[src/oag_pkg.sv]
// package: operand address generator types, widths and encodings
package oag_pkg;

  localparam int OAG_DATA_W = 32;
  localparam int OAG_HALF_W = 16;
  localparam int OAG_CONST_W = 5;
  localparam int OAG_REG_IDX_W = 4;
  localparam int OAG_FSIZE_W = 6;
  localparam int OAG_NUM_REGS = 16;
  localparam logic [OAG_FSIZE_W-1:0] OAG_FSIZE_RST = 6'h20;
  localparam logic OAG_FEXT_RST = 1'b0;
  localparam logic OAG_FSEL_DEFAULT = 1'b0;
  localparam logic [OAG_DATA_W-1:0] OAG_ZERO = 32'h0000_0000;
  localparam int OAG_XY_X_LSB = 0;
  localparam int OAG_XY_Y_LSB = 16;

  // operand format of one side of an instruction
  typedef enum logic [3:0] {
    OAG_FMT_NONE = 4'h0,
    OAG_FMT_SHORT_IMM = 4'h1,
    OAG_FMT_LONG_IMM = 4'h2,
    OAG_FMT_CONST = 4'h3,
    OAG_FMT_ABS = 4'h4,
    OAG_FMT_REG = 4'h5,
    OAG_FMT_IND = 4'h6,
    OAG_FMT_IND_OFS = 4'h7,
    OAG_FMT_POSTINC = 4'h8,
    OAG_FMT_PREDEC = 4'h9,
    OAG_FMT_IND_XY = 4'hA
  } oag_fmt_t;

  typedef struct packed {
    logic file_b;
    logic [OAG_REG_IDX_W-1:0] idx;
  } oag_reg_t;

  // one decoded operand request
  typedef struct packed {
    oag_fmt_t fmt;
    oag_reg_t rsel;
    logic [OAG_DATA_W-1:0] word;
  } oag_opnd_t;

  // instruction request: source, destination and field select
  typedef struct packed {
    oag_opnd_t src;
    oag_opnd_t dst;
    logic plain_move;
    logic fsel_given;
    logic fsel;
  } oag_instr_t;

  // effective result for one operand
  typedef struct packed {
    logic is_mem;
    logic is_xy;
    logic [OAG_DATA_W-1:0] addr;
    logic [OAG_HALF_W-1:0] x;
    logic [OAG_HALF_W-1:0] y;
    logic [OAG_DATA_W-1:0] value;
    oag_reg_t rsel;
  } oag_ea_t;

  typedef enum logic [1:0] {
    OAG_ST_IDLE = 2'b00,
    OAG_ST_WB = 2'b01,
    OAG_ST_WB2 = 2'b11
  } oag_state_t;

endpackage : oag_pkg

[src/oag_regfile.sv]
// register file pair holding address registers of both files
`timescale 1ns/1ns
`default_nettype none
module oag_regfile
  import oag_pkg::*;
#(
  parameter int NUM_REGS = OAG_NUM_REGS
) (
  input wire logic ref_clk,
  input wire logic rst_n,
  input wire oag_reg_t rd_a_sel,
  output logic [OAG_DATA_W-1:0] rd_a_data,
  input wire oag_reg_t rd_b_sel,
  output logic [OAG_DATA_W-1:0] rd_b_data,
  input wire logic wr_en,
  input wire oag_reg_t wr_sel,
  input wire logic [OAG_DATA_W-1:0] wr_data
);

  if (NUM_REGS != (1 << OAG_REG_IDX_W)) begin : g_bad_num_regs
    $error("oag_regfile: NUM_REGS must match index width");
  end

  logic [OAG_DATA_W-1:0] mem [2*NUM_REGS];
  logic [OAG_DATA_W-1:0] next_rd_a_data;
  logic [OAG_DATA_W-1:0] next_rd_b_data;

  // ****************************************************************
  // read port selection
  // ****************************************************************
  always_comb begin
    next_rd_a_data = mem[{rd_a_sel.file_b, rd_a_sel.idx}];
    next_rd_b_data = mem[{rd_b_sel.file_b, rd_b_sel.idx}];
  end

  // read data come out of a register, so addresses settle one cycle on
  always_ff @(posedge ref_clk) begin
    if (!rst_n) begin
      rd_a_data <= OAG_ZERO;
      rd_b_data <= OAG_ZERO;
    end else begin
      rd_a_data <= next_rd_a_data;
      rd_b_data <= next_rd_b_data;
    end
  end

  always_ff @(posedge ref_clk) begin
    if (wr_en) begin
      mem[{wr_sel.file_b, wr_sel.idx}] <= wr_data;
    end
  end

endmodule // oag_regfile
`default_nettype wire

[src/oag_ea_calc.sv]
// effective address arithmetic for one operand
`timescale 1ns/1ns
`default_nettype none
module oag_ea_calc
  import oag_pkg::*;
(
  input wire oag_fmt_t fmt,
  input wire logic [OAG_DATA_W-1:0] base,
  input wire logic [OAG_DATA_W-1:0] word,
  input wire logic [OAG_FSIZE_W-1:0] fsize,
  output logic [OAG_DATA_W-1:0] addr,
  output logic [OAG_DATA_W-1:0] wb_value,
  output logic wb_en
);

  logic [OAG_DATA_W-1:0] step;

  always_comb begin
    step = {{(OAG_DATA_W-OAG_FSIZE_W){1'b0}}, fsize};
    addr = base;
    wb_value = base;
    wb_en = 1'b0;
    case (fmt)
      OAG_FMT_ABS: addr = word;
      OAG_FMT_IND, OAG_FMT_IND_XY: addr = base;
      OAG_FMT_IND_OFS: addr = base + word;
      OAG_FMT_POSTINC: begin
        addr = base;
        wb_value = base + step;
        wb_en = 1'b1;
      end
      OAG_FMT_PREDEC: begin
        addr = base - step;
        wb_value = base - step;
        wb_en = 1'b1;
      end
      default: addr = base;
    endcase
  end

endmodule // oag_ea_calc
`default_nettype wire

[src/oag_top.sv]
// operand decode and effective address generation for one instruction
//
// What this block does
// - short immediate is 16-bit signed source
// - long immediate is 32-bit signed source
// - 5-bit constant decoded as source operand
// - immediate source means register destination
// - register pair same file, except plain move
// - absolute address used directly for memory
// - register contents address source and destination
// - offset mode adds signed offset, base kept
// - postincrement uses register, then adds size
// - predecrement subtracts size, uses and keeps
// - field select one picks second settings
// - field select zero picks first settings
// - XY indirect uses register as XY
// - X in low half, Y high half
// - missing field select acts as zero
`timescale 1ns/1ns
`default_nettype none
module oag_top
  import oag_pkg::*;
#(
  parameter int FSIZE_W = OAG_FSIZE_W
) (
  input wire logic ref_clk,
  input wire logic rst_n,
  input wire logic instr_valid,
  output logic instr_ready,
  input wire oag_instr_t instr,
  input wire logic [OAG_FSIZE_W-1:0] field_size_first,
  input wire logic field_extension_first,
  input wire logic [OAG_FSIZE_W-1:0] field_size_second,
  input wire logic field_extension_second,
  output logic result_valid,
  output logic illegal,
  output oag_ea_t src_ea,
  output oag_ea_t dst_ea,
  output logic [OAG_FSIZE_W-1:0] field_size,
  output logic field_extension,
  input wire logic reg_wr_en,
  input wire oag_reg_t reg_wr_sel,
  input wire logic [OAG_DATA_W-1:0] reg_wr_data
);

  if (FSIZE_W != OAG_FSIZE_W) begin : g_bad_fsize_w
    $error("oag_top: FSIZE_W must equal package field size width");
  end

  // ****************************************************************
  // decode helpers
  // ****************************************************************
  function automatic logic is_imm(input oag_fmt_t f);
    is_imm = (f == OAG_FMT_SHORT_IMM) || (f == OAG_FMT_LONG_IMM) ||
      (f == OAG_FMT_CONST);
  endfunction

  function automatic logic uses_reg(input oag_fmt_t f);
    uses_reg = (f == OAG_FMT_REG) || (f == OAG_FMT_IND) ||
      (f == OAG_FMT_IND_OFS) || (f == OAG_FMT_POSTINC) ||
      (f == OAG_FMT_PREDEC) || (f == OAG_FMT_IND_XY);
  endfunction

  function automatic logic is_mem(input oag_fmt_t f);
    is_mem = (f == OAG_FMT_ABS) || (f == OAG_FMT_IND) ||
      (f == OAG_FMT_IND_OFS) || (f == OAG_FMT_POSTINC) ||
      (f == OAG_FMT_PREDEC) || (f == OAG_FMT_IND_XY);
  endfunction

  // ****************************************************************
  // state
  // ****************************************************************
  oag_state_t state;
  oag_state_t next_state;
  oag_instr_t held;
  oag_instr_t next_held;

  logic [OAG_DATA_W-1:0] src_base;
  logic [OAG_DATA_W-1:0] dst_base;
  logic [OAG_FSIZE_W-1:0] sel_size;
  logic sel_ext;
  logic eff_fsel;
  logic [OAG_DATA_W-1:0] src_addr;
  logic [OAG_DATA_W-1:0] dst_addr;
  logic [OAG_DATA_W-1:0] src_wb;
  logic [OAG_DATA_W-1:0] dst_wb;
  logic src_wb_en;
  logic dst_wb_en;
  logic bad;
  logic same_ptr;
  logic wr_en;
  oag_reg_t wr_sel;
  logic [OAG_DATA_W-1:0] wr_data;
  logic two_wb;
  oag_reg_t pend_sel;
  oag_reg_t next_pend_sel;
  logic [OAG_DATA_W-1:0] pend_data;
  logic [OAG_DATA_W-1:0] next_pend_data;
  oag_ea_t next_src_ea;
  oag_ea_t next_dst_ea;
  logic next_result_valid;
  logic next_illegal;
  logic [OAG_FSIZE_W-1:0] next_field_size;
  logic next_field_extension;

  // register reads take one cycle, so a request is held for that cycle
  assign instr_ready = (state == OAG_ST_IDLE);

  always_comb begin
    next_state = state;
    next_held = held;
    next_pend_sel = pend_sel;
    next_pend_data = pend_data;
    case (state)
      OAG_ST_IDLE: begin
        if (instr_valid) begin
          next_held = instr;
          next_state = OAG_ST_WB;
        end
      end
      // two pointers to step but one write port: the destination update
      // waits a cycle, and no request is taken meanwhile
      OAG_ST_WB: begin
        next_state = OAG_ST_IDLE;
        if (two_wb) begin
          next_state = OAG_ST_WB2;
          next_pend_sel = held.dst.rsel;
          next_pend_data = dst_wb;
        end
      end
      OAG_ST_WB2: next_state = OAG_ST_IDLE;
      default: next_state = OAG_ST_IDLE;
    endcase
  end

  always_ff @(posedge ref_clk) begin
    if (!rst_n) begin
      state <= OAG_ST_IDLE;
      held <= '0;
      pend_sel <= '0;
      pend_data <= OAG_ZERO;
    end else begin
      state <= next_state;
      held <= next_held;
      pend_sel <= next_pend_sel;
      pend_data <= next_pend_data;
    end
  end

  oag_regfile u_regfile (
    .ref_clk(ref_clk),
    .rst_n(rst_n),
    .rd_a_sel(instr.src.rsel),
    .rd_a_data(src_base),
    .rd_b_sel(instr.dst.rsel),
    .rd_b_data(dst_base),
    .wr_en(wr_en),
    .wr_sel(wr_sel),
    .wr_data(wr_data)
  );

  // ****************************************************************
  // field selection
  // ****************************************************************
  always_comb begin
    eff_fsel = held.fsel_given ? held.fsel : OAG_FSEL_DEFAULT;
    if (eff_fsel) begin
      sel_size = field_size_second;
      sel_ext = field_extension_second;
    end else begin
      sel_size = field_size_first;
      sel_ext = field_extension_first;
    end
  end

  oag_ea_calc u_src_calc (
    .fmt(held.src.fmt),
    .base(src_base),
    .word(held.src.word),
    .fsize(sel_size),
    .addr(src_addr),
    .wb_value(src_wb),
    .wb_en(src_wb_en)
  );

  oag_ea_calc u_dst_calc (
    .fmt(held.dst.fmt),
    .base(dst_base),
    .word(held.dst.word),
    .fsize(sel_size),
    .addr(dst_addr),
    .wb_value(dst_wb),
    .wb_en(dst_wb_en)
  );

  // ****************************************************************
  // legality and pointer write-back
  // ****************************************************************
  always_comb begin
    bad = 1'b0;
    if (is_imm(held.src.fmt) && (held.dst.fmt != OAG_FMT_REG))
      bad = 1'b1;
    if ((held.src.fmt == OAG_FMT_REG) && (held.dst.fmt == OAG_FMT_REG) &&
        !held.plain_move &&
        (held.src.rsel.file_b != held.dst.rsel.file_b))
      bad = 1'b1;
    if (is_imm(held.dst.fmt) || (held.src.fmt == OAG_FMT_NONE))
      bad = 1'b1;
  end

  // when both sides step the same pointer, the source update wins and
  // only one write happens; a second write would double the step
  always_comb begin
    same_ptr = uses_reg(held.src.fmt) && uses_reg(held.dst.fmt) &&
      (held.src.rsel == held.dst.rsel);
    // distinct pointers on both sides each get their own update
    two_wb = !bad && src_wb_en && dst_wb_en && !same_ptr;
    wr_en = reg_wr_en;
    wr_sel = reg_wr_sel;
    wr_data = reg_wr_data;
    if ((state == OAG_ST_WB) && !bad) begin
      if (src_wb_en) begin
        wr_en = 1'b1;
        wr_sel = held.src.rsel;
        wr_data = src_wb;
      end else if (dst_wb_en) begin
        wr_en = 1'b1;
        wr_sel = held.dst.rsel;
        wr_data = dst_wb;
      end
    end
    if (state == OAG_ST_WB2) begin
      wr_en = 1'b1;
      wr_sel = pend_sel;
      wr_data = pend_data;
    end
  end

  // ****************************************************************
  // results
  // ****************************************************************
  always_comb begin
    next_src_ea = '0;
    next_dst_ea = '0;
    next_result_valid = 1'b0;
    next_illegal = 1'b0;
    next_field_size = field_size;
    next_field_extension = field_extension;
    if (state == OAG_ST_WB) begin
      next_result_valid = 1'b1;
      next_illegal = bad;
      next_field_size = sel_size;
      next_field_extension = sel_ext;
      case (held.src.fmt)
        OAG_FMT_SHORT_IMM: next_src_ea.value =
          {{OAG_HALF_W{held.src.word[OAG_HALF_W-1]}},
           held.src.word[OAG_HALF_W-1:0]};
        OAG_FMT_LONG_IMM: next_src_ea.value = held.src.word;
        OAG_FMT_CONST: next_src_ea.value =
          {{(OAG_DATA_W-OAG_CONST_W){1'b0}},
           held.src.word[OAG_CONST_W-1:0]};
        OAG_FMT_REG: next_src_ea.value = src_base;
        default: next_src_ea.value = OAG_ZERO;
      endcase
      next_src_ea.is_mem = is_mem(held.src.fmt);
      next_src_ea.addr = src_addr;
      next_src_ea.rsel = held.src.rsel;
      next_dst_ea.is_mem = is_mem(held.dst.fmt);
      next_dst_ea.addr = dst_addr;
      next_dst_ea.rsel = held.dst.rsel;
      next_dst_ea.value = dst_base;
      if (held.src.fmt == OAG_FMT_IND_XY) begin
        next_src_ea.is_xy = 1'b1;
        next_src_ea.x = src_base[OAG_XY_X_LSB +: OAG_HALF_W];
        next_src_ea.y = src_base[OAG_XY_Y_LSB +: OAG_HALF_W];
      end
      if (held.dst.fmt == OAG_FMT_IND_XY) begin
        next_dst_ea.is_xy = 1'b1;
        next_dst_ea.x = dst_base[OAG_XY_X_LSB +: OAG_HALF_W];
        next_dst_ea.y = dst_base[OAG_XY_Y_LSB +: OAG_HALF_W];
      end
      // a destination stepping the same pointer as a postincremented or predecremented
      // source must not see the stepped value twice
      if (same_ptr && src_wb_en && dst_wb_en)
        next_dst_ea.addr = src_addr;
    end
  end

  always_ff @(posedge ref_clk) begin
    if (!rst_n) begin
      src_ea <= '0;
      dst_ea <= '0;
      result_valid <= 1'b0;
      illegal <= 1'b0;
      field_size <= OAG_FSIZE_RST;
      field_extension <= OAG_FEXT_RST;
    end else begin
      src_ea <= next_src_ea;
      dst_ea <= next_dst_ea;
      result_valid <= next_result_valid;
      illegal <= next_illegal;
      field_size <= next_field_size;
      field_extension <= next_field_extension;
    end
  end

endmodule // oag_top
`default_nettype wire

[config.mk]
export PLATFORM = sky130hd
export DESIGN_NAME = oag_top
export DESIGN_NICKNAME = d
export VERILOG_FILES = /design/src/oag_pkg.sv /design/src/oag_regfile.sv /design/src/oag_ea_calc.sv /design/src/oag_top.sv
export SDC_FILE = /design/constraint.sdc
export NUM_CORES = 2
export LEC_CHECK = 0
export BUFFER_PORTS_ARGS = -buffer_cell sky130_fd_sc_hd__clkbuf_2
export CORE_MARGIN = 2
export CORE_UTILIZATION = 40
export DETAILED_ROUTE_END_ITERATION = 16
export GPL_TIMING_DRIVEN = 0
export PLACE_DENSITY_LB_ADDON = 0.1
export SKIP_CTS_REPAIR_TIMING = 1
export SYNTH_ARGS = -nofsm -noshare
export SYNTH_HDL_FRONTEND = slang
export SYNTH_SLANG_ARGS = --single-unit
[constraint.sdc]
create_clock -name ref_clk -period 5.2 [get_ports ref_clk]
set_input_delay 0.52 -clock ref_clk [delete_from_list [all_inputs] [get_ports ref_clk]]
set_output_delay 0.52 -clock ref_clk [all_outputs]
set_load 0.01 [all_outputs]
[Word level (Yosys, flattened, before mapping)]
Memories as Yosys holds them, arrays and structs flattened. A register that Yosys moved wholly into a read port is not among the register bits.
Index checks and enable logic that the tools add are counted.
Storage, ports and cells
  RAM bits: 1024
  input bits: 140
  flip-flop bits (word level): 339
  memories: 1
  logic and storage cells: 153
  output and inout port bits: 216
Operators by class
  reductions and logical operators: 51
  add/sub/neg operators: 6
  equal/unequal tests: 26
  muxes and demuxes: 34
Memory list
  u_regfile.mem: words 32, width 32, rd ports 2, clocked after Yosys merged registers in 2, wr ports 1, RTL line oag_regfile.sv:24  | logic [OAG_DATA_W-1:0] mem [2*NUM_REGS];
Operators with widths (number)
  32-bit case mux with 3 select lines: 2
  32-bit 2-to-1 mux: 5
  32-bit case mux with 2 select lines: 2
  32-bit case mux with 4 select lines: 1
  32-bit adder: 2
  32-bit by 6-bit adder with 32-bit output: 2
  32-bit by 6-bit subtractor with 32-bit output: 2
  4-bit by 3-bit equality test with 1-bit output, second input constant: 8
  1-bit logical OR: 25
  4-bit equality test, second input constant: 6
  5-bit 2-to-1 mux: 4
  4-bit by 2-bit equality test with 1-bit output, second input constant: 4
  1-bit 2-to-1 mux: 16
  1-bit logical AND: 12
  4-bit by 1-bit equality test with 1-bit output, second input constant: 2
  6-bit 2-to-1 mux: 1
  2-bit AND reduction: 3
  3-bit AND reduction: 2
  5-bit equality test: 1
  1-bit zero test: 5
  4-bit zero test: 1
  2-bit 2-to-1 mux: 2
  4-bit by 3-bit != test with 1-bit output, second input constant: 1
  2-bit case mux with 2 select lines: 1
  6 further kinds: 7

[Logic depth before layout (Yosys ltp)]
  depth after elaboration: 13
  gate-level depth with buffers: 16
  depth with buffers taken out: 15

[By module]
A second synthesis with hierarchy kept.
Unflattened totals
  cells, all modules: 5120
  area total of the unflattened synthesis: 70212.3 um^2
Modules (own cells, without submodules)
  oag_regfile: times used 1, cells each 2387, sequential area each 32030.7 um^2, area each 48517.8 um^2
  oag_top: times used 1, cells each 1349, sequential area each 6786.5 um^2, area each 12649.6 um^2
  oag_ea_calc (u_src_calc): times used 1, cells each 701, sequential area each 0.0 um^2, area each 4530.6 um^2
  oag_ea_calc (u_dst_calc): times used 1, cells each 683, sequential area each 0.0 um^2, area each 4514.3 um^2

[Worst setup path after synthesis]
No wires, ideal clock.
  path kind: register to register
  start point: register held[1] (netlist name)
  end point: memory u_regfile.mem[0][17], data pin
  setup time: 0.468 ns
  required time: 4.732 ns
  arrival time: 4.701 ns
  period minus slack after synthesis: 5.169 ns
  stages on the path, launching flop included: 15
  path buffers: 0
  path slack: 0.031 ns
  cells stage by stage: dfxtp_1 nand2_1 mux2i_1 inv_1 ha_1 o21bai_1 a21oi_1 o21bai_1 a21oi_1 o211ai_1 nor3_1 o221ai_1 xnor2_1 a221oi_1 o31ai_1
Between the ends
  word-level cells in the longest chain between the ends: 8
  elaborated cells on any way between the ends: 12
  those cells by class: add/sub (4); mux (8)
Ends and longest elaborated chain
  start: declaration: RTL line oag_top.sv:75  | oag_instr_t held;
  start signal: assignment: RTL line oag_top.sv:144  | held <= next_held;
  1-bit 2-to-1 mux *: RTL line oag_top.sv:166  | eff_fsel = held.fsel_given ? held.fsel : OAG_FSEL_DEFAULT;
  6-bit 2-to-1 mux *: RTL line oag_top.sv:167  | if (eff_fsel) begin
  net sel_size[1]: RTL line oag_top.sv:80  | logic [OAG_FSIZE_W-1:0] sel_size;
  32-bit by 6-bit subtractor with 32-bit output / 32-bit by 6-bit adder with 32-bit output (equally long branches): RTL line oag_ea_calc.sv:34, oag_ea_calc.sv:29
  32-bit case mux with 2 select lines: RTL line oag_ea_calc.sv:23  | case (fmt)
  32-bit 2-to-1 mux: RTL line oag_top.sv:226  | end else if (dst_wb_en) begin
  32-bit 2-to-1 mux *: RTL line oag_top.sv:222  | if (src_wb_en) begin
  32-bit 2-to-1 mux *: RTL line oag_top.sv:221  | if ((state == OAG_ST_WB) && !bad) begin
  32-bit 2-to-1 mux *: RTL line oag_top.sv:232  | if (state == OAG_ST_WB2) begin
  net u_regfile.wr_data[17]: RTL line oag_regfile.sv:17  | input wire logic [OAG_DATA_W-1:0] wr_data
  end: declaration: RTL line oag_regfile.sv:24
The timed path passes the listed nets; every way through them passes the cells marked *.

[Worst setup path in the final report]
  start point: register held[0] (netlist name)
  end point: memory u_regfile.mem[5][28], data pin
Same word-level chain as after synthesis.

==> impl_metrics.py <==
metrics = {
    "floorplan": {
        "core_area_um2": 169000,
        "core.rowCount": 151,
        "die_area_um2": 174000,
        "die_w_um": 417,
        "io_pins": 356,
        "die_h_um": 417,
        "initial_core_util_pct": 40.2,
    },
    "critical_path": {
        "crit_path_max_fanout": 23,
        "rr_worst_depth": 16,
        "crit_type": "reg -> reg",
        "crit_path_end_kind": "flop",
        "worstSetupStartpointType": "flop",
        "crit_required_ns": 5.76,
        "critPathArrivalTime_ns": 5.79,
    },
    "power": {
        "power.share.clock_pct": 41.0,
        "p_per_area_nw_per_um2": 338,
        "pwr-share-comb_pct": 13.1,
        "internal_power_mw": 20.1,
        "p_seq_share_pct": 45.9,
        "p_switching_mw": 7.47,
        "switching_share_pct": 27.1,
        "ir_drop_uv": 352,
        "p_leak_nw": 27.9,
    },
    "timing": {
        "skew_ns": 0.0601,
        "period_minus_slack_ns": 5.24,
        "fmax_mhz": 191,
        "tightestPinTransition_ns": 1.60,
        "hold_viol": 3,
        "timing.final.crit_share_pct": 101,
        "fin_ws_ns": -0.0355,
        "hold_slack_ns": -0.0284,
        "maxSlewViolCount": 8,
        "setup_viol": 23,
        "relSlewSlack_pct": -7.78,
    },
    "route": {
        "avgRoutedWirePerCell_um": 37.8,
        "drt-total-wl_mm": 291,
        "drtPass1Iterations": 8,
        "first_iter_violations": 6595,
        "post-route-drc-count": 0,
        "antenna_left": 0,
        "vias": 49036,
        "routed_via_density": 6.36,
    },
    "clock_network": {
        "clockRootBuffer": "clkbuf_16",
        "cts_buffers": 158,
        "cts.path.max_buffers": 3,
        "cts.sinks": 1427,
        "worstSkewPairLatency_ns": 0.85,
        "clkSlewWorstSetupHoldPaths_ns": 0.07,
        "ctsHtreeMaxLevel": 4,
        "tritoncts": "yes",
    },
    "yosys": {
        "yosysWarnings": 0,
        "synth_edf_count": 1024,
        "async_reset_ff_share_pct": 0,
        "ys_seq_area_share_pct": 57.0,
        "synth_nets": 4861,
        "synthFlopType": "edfxtp_1",
        "syn_area_um2": 68100,
        "synth_cell_types": 90,
        "avgSynthCellArea_um2": 14.7,
        "syn_inst": 4627,
        "ys_seq_elements": 1427,
    },
    "place": {
        "routabilityCongestion": 1.03,
        "port-buffer-count": 345,
        "hpwlAfterDp_mm": 214,
    },
    "global_routing": {
        "overflow": 0,
        "grt_pass1_vias": 47383,
        "track_usage_pct": 32.8,
        "antenna_found_initial": 12,
        "grt_max_degree": 33,
        "grt_pass1_wl_mm": 389,
    },
    "layout": {
        "final_nets": 5586,
        "post-route-util_pct": 48.2,
        "drive_above_1_share_pct": 28.0,
        "area_growth_pct": 19.8,
    },
    "hold_path": {
        "hold_depth": 3,
        "hold_path.class": "in -> reg",
    },
    "run": {
        "maxCapViolCount": 3,
    },
    "status": {
        "status": "complete, but fails checks",
        "violations": "hold timing, capacitance limit, slew limit, setup timing",
    },
}
==> registers in the layout, indices dropped and copies added (netlist names) <==
signal	flops
illegal	1
u_regfile.mem	1024
pend_sel	5
pend_data	32
field_extension	1
src_ea	103
u_regfile.rd_b_data	32
state	2
field_size	6
result_valid	1
held	85
u_regfile.rd_a_data	32
dst_ea	103
==> cells in the mapped netlist (15+ instances only) <==
cell / count / area, um2
dfxtp_1: 403 / 8070
or3_1: 27 / 169
a221oi_1: 32 / 280
edfxtp_1: 1024 / 30700
inv_1: 37 / 139
mux2i_1: 95 / 951
nand2b_1: 28 / 175
nor2_1: 324 / 1220
nor3_1: 51 / 255
a21oi_1: 263 / 1320
buf_1: 63 / 236
a211oi_1: 44 / 330
o22ai_1: 28 / 175
nor2b_1: 18 / 113
o211ai_1: 20 / 150
nor4_1: 27 / 169
ha_1: 88 / 1100
a31oi_1: 37 / 231
nand4_1: 15 / 93.8
mux4_2: 640 / 14400
and2_1: 68 / 425
clkbuf_1: 281 / 1050
nand3_1: 45 / 225
xor2_1: 44 / 385
a22oi_1: 48 / 360
a21o_1: 41 / 308
o21bai_1: 19 / 143
xnor2_1: 77 / 674
nand2_1: 335 / 1260
o21ai_0: 133 / 666
and3_1: 58 / 363
==> final timing paths <==
check                start  slack [ns]                   end
min              instr[68]       -0.03              held[68]
min reg2reg  pend_data[29]        0.46         pend_data[29]
max                held[0]       -0.04  u_regfile.mem[5][28]
max reg2reg        held[0]       -0.04  u_regfile.mem[5][28]
==> metrics by stage <==
step / instances / TNS (ns) / setup WS, ns / cell area, um2 / total power [mW]
2_1_floorplan: 4627 / 0 / 0.0311 / 68100 / 14.7
3_3_place_gp: 7190 / -5603.43 / -3.82 / 72600 / 16.2
3_5_place_dp: 7264 / -826.45 / -1.51 / 74400 / 16.3
4_1_cts: 7552 / -827.87 / -1.54 / 79600 / 27.5
5_1_grt: 7700 / -1.43 / -0.0728 / 81600 / 28.3
6_report: 7708 / -0.558 / -0.0355 / 81600 / 27.6
==> worst max-delay path, stage by stage (launching register included) <==
cell and delay [ns]:
dfxtp_1 0.33, nand2_2 0.31, mux2i_4 0.51, inv_1 0.25, ha_1 0.43, nand2b_1 0.19, a21oi_1 0.25, o21ai_1 0.14
a21o_1 0.29, and4_1 0.22, buf_4 0.17, a32oi_1 0.25, xnor2_2 0.28, a221oi_4 0.55, a2bb2oi_1 0.32, o21ai_4 0.19
buf_16 0.24
==> power groups by stage <==
stage	clock, mW	sequential (mW)	combinational (mW)
finish	11.3	12.6	3.61
global route	11.9	12.6	3.74
CTS	11.4	12.6	3.42
detailed placement	0	12.9	3.41
global placement	0	12.9	3.28
floorplan	0	12.8	1.91
==> metal layers <==
layer | vias to the layer above | share of wire [%] | track usage [%]
li1 | 19945 | - | -
met2 | 2788 | 47 | 53.3
met5 | - | 0.011 | 0
met1 | 25648 | 38 | 41.2
met3 | 651 | 7.8 | 5.61
met4 | 4 | 7.2 | 19.7
==> logic make-up after synthesis <==
family | after synthesis | share of synthesized area, %
flops | 1427 | 57.0
simple gates | 1047 | 7.23
compound gates | 802 | 7.56
mux | 736 | 22.6
buf+inv | 400 | 2.27
xor+xnor | 121 | 1.56
fa+ha+maj | 94 | 1.79
==> final cells by class <==
type | instances | area (um2)
Tap cell | 2218 | 2780
Buffer | 360 | 1420
Inverter | 39 | 146
Timing Repair Buffer | 562 | 4600
Antenna cell | 10 | 25.0
Clock buffer | 201 | 4260
Fill cell | 14780 | 87700
Sequential cell | 1427 | 38800
Multi-Input combinational cell | 2804 | 28600
Clock inverter | 87 | 977
==> placed cells by master, fill, tap and decap left out, types with 28 or more instances in the layout <==
cell type      count
a21o_1            41
buf_1             53
buf_12            68
o21ai_0          122
mux4_2           640
edfxtp_1        1024
buf_4             55
clkbuf_2         358
clkbuf_1         304
nand3_1           44
nor2_4            35
dlygate4sd3_1     61
and3_1            58
nor2_1           289
nor3_1            44
xor2_1            44
nand2b_1          28
mux2i_1           90
and2_1            68
ha_1              88
clkbuf_16        160
inv_1             37
nand2_1          334
a21oi_1          250
a221oi_1          28
xnor2_1           76
a31oi_1           30
clkinv_1          31
a211oi_1          39
a22oi_1           48
dfxtp_1          403
Note: power is estimated with default switching activity, not from simulation.
